## src/rtl/tlic_pkg.sv

```systemverilog
// Package for the two-level interrupt controller: sizes, vector layout, types.
// Assumes one system clock and a core that reports instruction boundaries.
//
// Overview of operation
// - Many sources, each given low or high priority by a priority bit.
// - A source's valid condition sets its pending flag to one.
// - Pending flags set on condition even while the source is disabled.
// - Enabled source with pending flag raises a request to the core.
// - Core finishes current instruction, then long-calls the source's fixed vector.
// - Return instruction resumes at the instruction that would have run next.
// - Disabled source's flag is ignored; no request, program runs on.
// - Per-source enables count only while global enable, bit 7, is one.
// - Global enable zero blocks every source regardless of per-source enables.
// - Designated sources have their flag cleared automatically on vectoring.
// - Flag still set after return re-requests; entry after two more instructions.
// - Software writing one to a flag requests exactly like a hardware event.
package tlic_pkg;

  localparam int          NUM_SRC       = 16;
  localparam int          SRC_W         = 4;
  localparam int          GLOBAL_EN_BIT = 7;
  localparam logic [15:0] VEC_BASE      = 16'h0003;
  localparam logic [15:0] VEC_STRIDE    = 16'h0008;
  localparam logic [15:0] PEND_RESET    = 16'h0000;
  localparam logic [15:0] AUTO_CLR_DEF  = 16'h000f;

  // Service state of the core as seen by the controller
  typedef enum logic [1:0] {ST_IDLE, ST_LOW, ST_HIGH} tlic_lvl_e;

  // Vector request toward the core
  typedef struct packed {
    logic             valid;
    logic             high;
    logic [SRC_W-1:0] src;
    logic [15:0]      addr;
  } tlic_req_s;

endpackage

```

## src/rtl/tlic_ctrl.sv

```systemverilog
// Two-level interrupt controller: pending flags, enables, arbitration, nesting.
// Assumes the core pulses instrDone at instruction ends and vectorTaken when
// it performs the long call, and retiDone when a return instruction ends.
`timescale 1ns/1ps
module tlic_ctrl
  import tlic_pkg::*;
#(
  parameter int          NSRC     = NUM_SRC,
  parameter logic [15:0] AUTO_CLR = AUTO_CLR_DEF
) (
  // Clock and reset
  input  wire logic            clk,
  input  wire logic            rstn,
  // Source events and software access to flags
  input  wire logic [NSRC-1:0] srcEvent,
  input  wire logic [NSRC-1:0] swSet,
  input  wire logic [NSRC-1:0] swClear,
  // Enable and priority configuration
  input  wire logic [7:0]      interrupt_enable_reg,
  input  wire logic [7:0]      extended_enable_reg_one,
  input  wire logic [NSRC-1:0] prioHigh,
  // Core handshake
  input  wire logic            instrDone,
  input  wire logic            vectorTaken,
  input  wire logic            retiDone,
  // Outputs
  output tlic_req_s            req,
  output logic [NSRC-1:0]      pending,
  output tlic_lvl_e            level
);

  ////////////////////////////////////////////////////////////////////////////
  // Enables: bit 7 of the base register gates everything
  logic              global_interrupt_enable;
  logic [NSRC-1:0]   srcEnable;
  logic [NSRC-1:0]   active;
  logic [NSRC-1:0]   activeHigh;
  logic [NSRC-1:0]   activeLow;
  assign global_interrupt_enable = interrupt_enable_reg[GLOBAL_EN_BIT];
  // Base register gives the low sources, the extended register the next eight; top has none
  assign srcEnable  = NSRC'({1'b0, extended_enable_reg_one,
                             interrupt_enable_reg[GLOBAL_EN_BIT-1:0]});
  assign active     = global_interrupt_enable ? (pending & srcEnable) : '0;
  assign activeHigh = active & prioHigh;
  assign activeLow  = active & ~prioHigh;

  // Lowest index wins within a level
  function automatic logic [SRC_W-1:0] first_set(input logic [NSRC-1:0] v);
    first_set = '0;
    for (int i = NSRC - 1; i >= 0; i--) begin
      if (v[i]) begin
        first_set = SRC_W'(i);
      end
    end
  endfunction

  ////////////////////////////////////////////////////////////////////////////
  // Arbitration against the level in service; high preempts low only
  logic              canHigh;
  logic              canLow;
  logic              holdOff;
  logic [SRC_W-1:0]  pick;
  logic              gapHold;
  // A return blocks arbitration in its own cycle too, so two instructions always run before the next entry
  assign gapHold = holdOff || retiDone;
  assign canHigh = (|activeHigh) && (level != ST_HIGH);
  assign canLow  = (|activeLow) && (level == ST_IDLE);
  assign pick    = canHigh ? first_set(activeHigh) : first_set(activeLow);

  // Request is qualified at an instruction end, never mid-instruction
  tlic_req_s next_req;
  always_comb begin
    next_req       = req;
    if (vectorTaken) begin
      next_req.valid = 1'b0;
    end
    if (!req.valid && instrDone && !gapHold && (canHigh || canLow)) begin
      next_req.valid = 1'b1;
      next_req.high  = canHigh;
      next_req.src   = pick;
      next_req.addr  = VEC_BASE + 16'(pick) * VEC_STRIDE;
    end
  end

  always_ff @(posedge clk) begin
    if (!rstn) begin
      req <= '0;
    end else begin
      req <= next_req;
    end
  end

  ////////////////////////////////////////////////////////////////////////////
  // Pending flags: set wins over clear, auto clear on vectoring
  logic [NSRC-1:0] autoClr;
  logic [NSRC-1:0] next_pending;
  assign autoClr = (vectorTaken && req.valid) ?
                   (AUTO_CLR[NSRC-1:0] & (NSRC'(1) << req.src)) : '0;
  assign next_pending = (pending & ~swClear & ~autoClr) | srcEvent | swSet;

  always_ff @(posedge clk) begin
    if (!rstn) begin
      pending <= PEND_RESET[NSRC-1:0];
    end else begin
      pending <= next_pending;
    end
  end

  ////////////////////////////////////////////////////////////////////////////
  // Nesting level and the two-instruction gap after a return
  tlic_lvl_e savedLvl;
  always_ff @(posedge clk) begin
    if (!rstn) begin
      level    <= ST_IDLE;
      savedLvl <= ST_IDLE;
      holdOff  <= 1'b0;
    end else begin
      if (vectorTaken && req.valid) begin
        savedLvl <= level;
        level    <= req.high ? ST_HIGH : ST_LOW;
      end else if (retiDone) begin
        level    <= (level == ST_HIGH) ? savedLvl : ST_IDLE;
        savedLvl <= ST_IDLE;
      end
      if (retiDone) begin
        holdOff <= 1'b1;
      end else if (instrDone) begin
        holdOff <= 1'b0;
      end
    end
  end

  ////////////////////////////////////////////////////////////////////////////
  // Checks
  property p_flag_sets;
    @(posedge clk) disable iff (!rstn)
      (|srcEvent) |=> ((pending & $past(srcEvent)) == $past(srcEvent));
  endproperty
  a_flag_sets: assert property (p_flag_sets) else $error("event lost");

  property p_flag_masked;
    @(posedge clk) disable iff (!rstn)
      (|(srcEvent & ~srcEnable))
      |=> ((pending & $past(srcEvent & ~srcEnable)) == $past(srcEvent & ~srcEnable));
  endproperty
  a_flag_masked: assert property (p_flag_masked) else $error("masked event lost");

  property p_global_off;
    @(posedge clk) disable iff (!rstn)
      (!global_interrupt_enable && !req.valid) |=> !req.valid;
  endproperty
  a_global_off: assert property (p_global_off) else $error("request while disabled");

  property p_req_at_boundary;
    @(posedge clk) disable iff (!rstn) $rose(req.valid) |-> $past(instrDone);
  endproperty
  a_req_at_boundary: assert property (p_req_at_boundary) else $error("mid-instr");

  property p_req_enabled;
    @(posedge clk) disable iff (!rstn)
      $rose(req.valid) |-> (|($past(active) & (NSRC'(1) << req.src)));
  endproperty
  a_req_enabled: assert property (p_req_enabled) else $error("disabled source");

  property p_sw_set;
    @(posedge clk) disable iff (!rstn)
      (|swSet) |=> ((pending & $past(swSet)) == $past(swSet));
  endproperty
  a_sw_set: assert property (p_sw_set) else $error("soft set lost");

  property p_hold;
    @(posedge clk) disable iff (!rstn)
      (pending[5] && !swClear[5] && !(vectorTaken && req.valid)) |=> pending[5];
  endproperty
  a_hold: assert property (p_hold) else $error("flag dropped");

  property p_auto_clr;
    @(posedge clk) disable iff (!rstn)
      (vectorTaken && req.valid && AUTO_CLR[req.src] && !srcEvent[req.src] && !swSet[req.src])
      |=> !pending[$past(req.src)];
  endproperty
  a_auto_clr: assert property (p_auto_clr) else $error("no auto clear");

  property p_return_from_interrupt_instruction_gap;
    @(posedge clk) disable iff (!rstn) (retiDone && !req.valid) |=> !req.valid;
  endproperty
  a_return_from_interrupt_instruction_gap: assert property (p_return_from_interrupt_instruction_gap) else $error("no gap after return");

  property p_high_level;
    @(posedge clk) disable iff (!rstn)
      (vectorTaken && req.valid && req.high) |=> (level == ST_HIGH);
  endproperty
  a_high_level: assert property (p_high_level) else $error("level wrong");

  property p_req_stands;
    @(posedge clk) disable iff (!rstn)
      (req.valid && !vectorTaken) |=> (req.valid && $stable(req.src) && $stable(req.addr));
  endproperty
  a_req_stands: assert property (p_req_stands) else $error("request withdrawn");

  property p_low_only_idle;
    @(posedge clk) disable iff (!rstn)
      ($rose(req.valid) && !req.high) |-> ($past(level) == ST_IDLE);
  endproperty
  a_low_only_idle: assert property (p_low_only_idle) else $error("low while busy");

  property p_high_not_nested;
    @(posedge clk) disable iff (!rstn)
      $rose(req.valid) |-> ($past(level) != ST_HIGH);
  endproperty
  a_high_not_nested: assert property (p_high_not_nested) else $error("high nested");

  property p_high_first;
    @(posedge clk) disable iff (!rstn)
      ($rose(req.valid) && !req.high) |-> ($past(activeHigh) == '0);
  endproperty
  a_high_first: assert property (p_high_first) else $error("low beat high");

  property p_ret_level;
    @(posedge clk) disable iff (!rstn)
      (retiDone && !(vectorTaken && req.valid) && level == ST_LOW) |=> (level == ST_IDLE);
  endproperty
  a_ret_level: assert property (p_ret_level) else $error("low return wrong");

  property p_ret_nested;
    @(posedge clk) disable iff (!rstn)
      (retiDone && !(vectorTaken && req.valid) && level == ST_HIGH)
      |=> (level == $past(savedLvl));
  endproperty
  a_ret_nested: assert property (p_ret_nested) else $error("nested return wrong");

endmodule

```

## config.mk

```make
export PLATFORM = sky130hd
export DESIGN_NAME = tlic_ctrl
export DESIGN_NICKNAME = d
export VERILOG_FILES = /design/src/rtl/tlic_pkg.sv /design/src/rtl/tlic_ctrl.sv
export SDC_FILE = /design/constraint.sdc
export NUM_CORES = 1
export LEC_CHECK = 0
export ABC_AREA = 1
export BUFFER_PORTS_ARGS = -buffer_cell sky130_fd_sc_hd__buf_2
export CAP_MARGIN = 15
export CORE_MARGIN = 2
export CORE_UTILIZATION = 43
export DETAILED_ROUTE_END_ITERATION = 8
export PLACE_DENSITY = 0.83
export RECOVER_POWER = 100
export SETUP_SLACK_MARGIN = 0.2
export SLEW_MARGIN = 40
export SYNTH_ARGS = -nofsm -noshare
export SYNTH_HDL_FRONTEND = slang
export SYNTH_SLANG_ARGS = --single-unit
```

## constraint.sdc

```tcl
create_clock -name clk -period 1.8 [get_ports clk]
set_input_delay 0.18 -clock clk [delete_from_list [all_inputs] [get_ports clk]]
set_output_delay 0.18 -clock clk [all_outputs]
set_load 0.01 [all_outputs]
```

==> impl_summary.log, run 1 <==
[metrics] number of flops mapped to enable cells by yosys: 0
[metrics] Final Power: 1.66 mW
[metrics] global-route wire length before repair: 8650 um
[metrics] reported max-cap violation count: 0
[metrics] fmax: 0.595 GHz
[metrics] share of flip-flops with an asynchronous set or reset after synthesis: 0
[metrics] cell count of the worst reg-to-reg path: 8
[metrics] maximum clock skew at final layout: 5.34 ps
[metrics] detailed-route wire length on metal 1: 2260 um
[metrics] synthesized netlist cell count: 319
[metrics] setup repair after global routing missed its margin: yes
[metrics] worst-path maximum fanout: 4
[metrics] I/O pin cnt: 125
[metrics] Final Cycle Share: 0.934
[metrics] highest routed layer: met4
[metrics] worst-margin pin slew: 489 ps
[metrics] Routed Wire Length: 5910 um
[metrics] CP peak stage delay: 420 ps
[metrics] final critical delay including setup and external delays: 1680 ps
[metrics] synthesized area divided by synthesized cell count: 6.08 um^2
[metrics] worst IR drop on VDD: 378 uV
[metrics] detailed-routing iteration count for the pre-antenna-repair pass: 4
[metrics] combined global-route utilization of all metal layers: 0.206
[metrics] number of distinct library cells after synthesis: 33
[metrics] number of buffers inserted during clock tree synthesis: 3
[metrics] die span in y: 71.2 um
[metrics] WL met3: 359 um
[metrics] TritonCTS clock tree: built
[metrics] standby leakage power: 1.54 nW
[metrics] area added between synthesis and finish: 47.7%
[metrics] final hold violation count: 0
[metrics] worst path required time: 2000 ps
[metrics] Clock Tree Buf Depth: 2
[metrics] number of endpoints failing setup at the final stage: 0
[metrics] nature of the critical path startpoint: flop
[metrics] leading cell type in the layout, fill and taps excluded: sky130_fd_sc_hd__buf_2
[metrics] number of antenna violations at the first check in global routing: 0
[metrics] areal power density over the cells: 578 mW/mm^2
[metrics] kind of critical path: flop to flop
[metrics] instance count along the most critical hold path: 4
[metrics] average routed wire per standard cell: 11.7 um
[metrics] worst-case hold path end point: pending[4]
[metrics] commonest cells after routing, fill and taps aside: sky130_fd_sc_hd__buf_2, sky130_fd_sc_hd__nand2_1, sky130_fd_sc_hd__inv_1
[metrics] result of the run: completed
[metrics] nets@finish: 540
[metrics] # port buffers: 113
[metrics] Setup WS post-layout: 119 ps
[metrics] startpoint of the worst register-to-register path: pending[11]
[metrics] initial core utilization: 0.445
[metrics] cell breakdown of the critical path: nand4_2 -> and2_4 -> nand2_2 -> nor2_4 -> a21oi_4 -> inv_2 -> or3_1 -> a31oi_1
[metrics] H-Tree Level Count: 1
[metrics] arrival time at the worst endpoint: 1880 ps
[metrics] Antenna diodes: 0
[metrics] clock latency of the later-clocked register in the worst-skew pair: 280 ps
[metrics] half-perimeter wire length of the detailed placement result: 4110 um
[metrics] post-synthesis instance area: 0.00194 mm^2
[metrics] pin count of the biggest net entering global routing: 22
[metrics] synthesis warning total: 0
[metrics] DIE WIDTH: 71.2 um
[metrics] CP Capture Type: flop
[metrics] antenna-violating nets left: 0
[metrics] routed via count: 2447
[metrics] share of cells above drive strength 1: 0.377
[metrics] sequential cell area fraction in the yosys report: 0.289
[metrics] DRC violation count after routing: 0
[metrics] vias in the first global route: 2205
[metrics] critical-path cell with the highest stage delay: sky130_fd_sc_hd__dfxtp_1
[metrics] Min-Delay Startpoint: swClear[4]
[metrics] count of routing violations after the opening detailed-route iteration: 128
[metrics] CTS clk-pin slew, worst paths: 100 ps
[metrics] Row Count: 24
[metrics] met2 routed WL: 3150 um
[metrics] die footprint: 0.00506 mm^2
[metrics] capture point of the worst reg-to-reg path: req[18]
[metrics] class of the tightest hold or removal check: input pin to flop
[metrics] hold buffers post-CTS: 0
[metrics] number of synthesized register bits: 28
[metrics] total number of clock tree sinks: 28
[metrics] worst-case headroom to the max-slew limit: 0.671
[metrics] GR Overflow Total: 0
[metrics] placeable core region: 0.00435 mm^2
[metrics] Util after Layout: 0.658
[metrics] final max-slew violation count: 0
[metrics] Post-synth top flop: sky130_fd_sc_hd__dfxtp_1
[metrics] weighted congestion at the end of routability-driven global placement: 0.829
[metrics] clock root buffer: sky130_fd_sc_hd__clkbuf_8
[metrics] post-DR vias/cell: 4.84
[metrics] worst reg-to-reg setup slack: 120 ps
[metrics] post-placement setup slack: -83.6 ps
-- cell families after synthesis --
family          count (synthesis)  synth area share
flops                          28             0.289
simple gates                  168             0.388
compound gates                 40             0.121
other cells                     1           0.00193
buf+inv                        82             0.200
-- worst max-delay path by stage --
stage	startpoint	end
after floorplan	pending[3]	req[17]
after global placement	interrupt_enable_reg[7]	req[17]
after detailed placement	interrupt_enable_reg[7]	req[17]
after CTS	pending[0]	req[18]
after global routing	pending[12]	req[16]
final	pending[11]	req[18]
-- state kept, by name, summed over array words and instances (netlist names) --
signal	count
pending	16
level	2
holdOff	1
savedLvl	2
req	7
-- layout make-up --
type / instances / area (um^2)
sequential: 28 / 566
timing repair buffer: 140 / 742
inverter: 63 / 236
clock buffer: 4 / 55.1
tap: 52 / 65.1
fill: 404 / 1490
multi-input combinational: 219 / 1200
-- worst max-delay path, delay by kind of cell, from the launching register on --
kind                   cells  cell delay, ps
AOI/OAI and AO/OA          2             380
buffers and inverters      1              50
DFF                        1             420
and+or+nand+nor            5             760
-- stage by stage --
step	TNS, ps	hold WS, ps	instances	area, um^2
CTS	0	128	499	2740
finish	0	134	506	2870
global route	-3.80	141	506	2870
global placement	-9.30	424	481	2500
detailed placement	-139	433	481	2500
floorplan	0	282	328	1970
-- report_power, final --
part           internal, mW  total (mW)  switching, mW  leakage [nW]
clock network         0.196       0.402          0.206        0.0288
logic                 0.239       0.544          0.305          1.28
registers             0.665       0.709         0.0437         0.233
-- per-layer routing --
layer	up-vias	track usage
met3	15	0.0285
met5	-	0
met4	0	0.0545
met1	1088	0.222
met2	107	0.409
li1	1237	-
-- Yosys cell counts (2+ instances only) --
| cell | count | area, um^2 |
|---|---|---|
| sky130_fd_sc_hd__a31oi_1 | 4 | 25.0 |
| sky130_fd_sc_hd__o21ai_1 | 3 | 15.0 |
| sky130_fd_sc_hd__inv_2 | 2 | 7.51 |
| sky130_fd_sc_hd__or2_2 | 2 | 12.5 |
| sky130_fd_sc_hd__dfxtp_1 | 28 | 561 |
| sky130_fd_sc_hd__a21oi_1 | 21 | 105 |
| sky130_fd_sc_hd__nor2_1 | 58 | 218 |
| sky130_fd_sc_hd__nand4_1 | 7 | 43.8 |
| sky130_fd_sc_hd__buf_4 | 15 | 113 |
| sky130_fd_sc_hd__nand3_1 | 17 | 85.1 |
| sky130_fd_sc_hd__inv_1 | 61 | 229 |
| sky130_fd_sc_hd__nor2_2 | 4 | 25.0 |
| sky130_fd_sc_hd__o211ai_1 | 5 | 37.5 |
| sky130_fd_sc_hd__nor3_1 | 2 | 10.0 |
| sky130_fd_sc_hd__o21ai_0 | 4 | 20.0 |
| sky130_fd_sc_hd__nand2_1 | 65 | 244 |
| sky130_fd_sc_hd__nand3_2 | 2 | 20.0 |
| sky130_fd_sc_hd__nand2_2 | 3 | 18.8 |
| sky130_fd_sc_hd__clkbuf_1 | 2 | 7.51 |
-- repair_timing --
| item | in CTS | in global routing |
|---|---|---|
| pin swaps | 13 | 19 |
| gates cloned | 1 | 0 |
| buffers inserted | 13 | 7 |
| gates resized for setup | 25 | 34 |
| endpoints found under the setup margin | 4 | 7 |
No activity file was read; power rests on OpenSTA's default activity.
==> inputs of run 2 (changes only) <==
--- a/config.mk
+++ b/config.mk
@@ -9,9 +9,9 @@
 export BUFFER_PORTS_ARGS = -buffer_cell sky130_fd_sc_hd__buf_2
 export CAP_MARGIN = 15
 export CORE_MARGIN = 2
-export CORE_UTILIZATION = 43
+export CORE_UTILIZATION = 39
 export DETAILED_ROUTE_END_ITERATION = 8
-export PLACE_DENSITY = 0.83
+export PLACE_DENSITY = 0.8
 export RECOVER_POWER = 100
 export SETUP_SLACK_MARGIN = 0.2
 export SLEW_MARGIN = 40
==> constraint.sdc (replaced) <==
create_clock -name clk -period 1.45 [get_ports clk]
set_input_delay 0.145 -clock clk [delete_from_list [all_inputs] [get_ports clk]]
set_output_delay 0.145 -clock clk [all_outputs]
set_load 0.01 [all_outputs]
==> impl_summary.log, run 2 (same netlist as run 1, synthesis figures left out) <==
[metrics] clock root buffer: sky130_fd_sc_hd__clkbuf_8
[metrics] DRC violation count after routing: 0 (unchanged)
[metrics] die span in y: 74.5 um (+4.7%)
[metrics] worst IR drop on VDD: 384 uV (+1.8%)
[metrics] first element of the critical path: pending[12]
[metrics] die footprint: 0.00555 mm^2 (+9.7%)
[metrics] combined global-route utilization of all metal layers: 0.211 (+0.00567)
[metrics] violated checks: setup timing
[metrics] Antenna diodes: 0 (unchanged)
[metrics] total number of clock tree sinks: 28 (unchanged)
[metrics] Setup WS post-layout: -164 ps (-283 ps)
[metrics] most used cell, CP: sky130_fd_sc_hd__buf_4
[metrics] nature of the critical path startpoint: flop
[metrics] number of buffers inserted during clock tree synthesis: 3 (unchanged)
[metrics] Final Cycle Share: 1.11 (+0.179)
[metrics] Top reg by flops: pending
[metrics] critical-path cell with the highest stage delay: sky130_fd_sc_hd__dfxtp_2
[metrics] result of the run: complete, but fails checks
[metrics] worst-path maximum fanout: 3 (-1)
[metrics] final critical delay including setup and external delays: 1610 ps (-67.4 ps)
[metrics] GR Overflow Total: 0 (unchanged)
[metrics] post-DR vias/cell: 4.69 (-3.1%)
[metrics] CTS clk-pin slew, worst paths: 100 ps (about the same)
[metrics] kind of critical path: flop to flop
[metrics] Min-Delay Startpoint: swClear[11]
[metrics] worst path required time: 1620 ps (-380 ps)
[metrics] fmax: 0.620 GHz (+4.2%)
[metrics] reported max-cap violation count: 0 (unchanged)
[metrics] class of the tightest hold or removal check: input pin to flop
[metrics] half-perimeter wire length of the detailed placement result: 4480 um (+9.1%)
[metrics] leading cell type in the layout, fill and taps excluded: sky130_fd_sc_hd__buf_2
[metrics] Final Power: 2.17 mW (+31%)
[metrics] weighted congestion at the end of routability-driven global placement: 0.857 (+3.4%)
[metrics] count of routing violations after the opening detailed-route iteration: 83 (-35%)
[metrics] hold buffers post-CTS: 0 (unchanged)
[metrics] areal power density over the cells: 677 mW/mm^2 (+17%)
[metrics] share of cells above drive strength 1: 0.528 (+0.151)
[metrics] placeable core region: 0.00475 mm^2 (+9.2%)
[metrics] final max-slew violation count: 0 (unchanged)
[metrics] CP peak stage delay: 360 ps (-60 ps)
[metrics] routed via count: 2527 (+3.3%)
[metrics] standby leakage power: 1.74 nW (+13%)
[metrics] antenna-violating nets left: 0 (unchanged)
[metrics] biggest regs: pending x16, req x7
[metrics] average routed wire per standard cell: 11.8 um (+1.3%)
[metrics] maximum clock skew at final layout: 10.4 ps (+5.09 ps)
[metrics] # port buffers: 113 (unchanged)
[metrics] cell breakdown of the critical path: nand4_1 -> buf_4 -> nand3_4 -> nor2_4 -> a21oi_4 -> inv_2 -> buf_4 -> nand3_1 -> nand3_2 -> o211ai_1 -> inv_1
[metrics] sequential share of power: 0.406 (-0.022)
[metrics] H-Tree Level Count: 1 (unchanged)
[metrics] DIE WIDTH: 74.5 um (+4.7%)
[metrics] pin count of the biggest net entering global routing: 20 (-9.1%)
[metrics] final hold violation count: 0 (unchanged)
[metrics] part of the power in combinational logic: 0.363 (+0.034)
[metrics] Clk network pwr share: 0.231 (-0.012)
[metrics] Row Count: 25 (+4.2%)
[metrics] number of antenna violations at the first check in global routing: 0 (unchanged)
[metrics] net switching share of the total power: 0.333 (-0.00196)
[metrics] Routed Wire Length: 6370 um (+7.9%)
[metrics] detailed-routing iteration count for the pre-antenna-repair pass: 4 (unchanged)
[metrics] clock latency of the later-clocked register in the worst-skew pair: 280 ps (about the same)
[metrics] nets@finish: 558 (+3.3%)
[metrics] TritonCTS clock tree: built
[metrics] initial core utilization: 0.408 (-0.0375)
[metrics] commonest cells after routing, fill and taps aside: sky130_fd_sc_hd__buf_2, sky130_fd_sc_hd__inv_1, sky130_fd_sc_hd__nand2_1
[metrics] arrival time at the worst endpoint: 1790 ps (-90 ps)
[metrics] I/O pin cnt: 125 (unchanged)
[metrics] number of endpoints failing setup at the final stage: 7 (+7)
[metrics] switching power of the nets: 0.725 mW (+31%)
[metrics] global-route wire length before repair: 9320 um (+7.7%)
[metrics] Util after Layout: 0.676 (+0.0175)
[metrics] P_int: 1.45 mW (+32%)
[metrics] max FFs per register: 16 (unchanged)
[metrics] CP Capture Type: flop
[metrics] vias in the first global route: 2321 (+5.3%)
[metrics] startpoint of the worst register-to-register path: pending[12]
[metrics] setup repair after global routing missed its margin: yes
[metrics] Clock Tree Buf Depth: 2 (unchanged)
[metrics] area added between synthesis and finish: 65.6%
==> run 2: path summary, 6_finish.rpt <==
path         slack (ps)     endpoint  depth (start not counted)
min reg2reg         460  savedLvl[1]                          2
max reg2reg        -160      req[17]                         11
max                -160      req[17]                         11
min                  80  pending[11]                          4
==> run 2: layer usage <==
| metal | routed length [um] | vias to the layer above | track usage |
|---|---|---|---|
| li1 | - | 1275 | - |
| met1 | 2470 | 1130 | 0.242 |
| met2 | 3360 | 112 | 0.404 |
| met3 | 463 | 10 | 0.0352 |
| met4 | 81 | 0 | 0.0536 |
| met5 | 0 | - | 0 |
==> run 2: cell type report <==
cell class	instances	area (um^2)
clock buffer	4	55.1
fill	418	1540
tap	67	83.8
inverter	63	236
timing repair buffer	158	923
multi-input combinational	219	1330
sequential	28	586
==> run 2: stage by stage <==
stage | instances | area, um^2 | TNS, ps | worst slack [ps] | hold slack (ps)
6_report | 539 | 3210 | -681 | -164 | 81.4
5_1_grt | 539 | 3210 | -1550 | -313 | 99.9
4_1_cts | 534 | 2960 | -270 | -128 | 77.1
3_5_place_dp | 520 | 2780 | -1150 | -281 | 392
3_3_place_gp | 520 | 2780 | -951 | -226 | 382
2_1_floorplan | 328 | 2040 | 0 | 1.77 | 247
==> run 2: critical path: cells and delay by family, from the launching register on <==
kind / cells / cell delay, ps
AND/OR/NAND/NOR: 5 / 400
AO/OA/AOI/OAI: 2 / 300
flip-flops: 1 / 360
buffers and inverters: 4 / 440
==> run 2: power groups by stage <==
stage / sequential, mW / combinational [mW] / clock, mW
2_1_floorplan: 0.918 / 0.345 / 0
3_3_place_gp: 0.893 / 0.637 / 0
3_5_place_dp: 0.894 / 0.652 / 0
4_1_cts: 0.879 / 0.694 / 0.523
5_1_grt: 0.892 / 0.874 / 0.543
6_report: 0.883 / 0.790 / 0.502
==> run 2: repair_timing <==
action,CTS,global route
buffers inserted,9,5
gates cloned,1,0
resized for setup,15,57
setup endpoints to repair,7,13
pin swaps,4,17
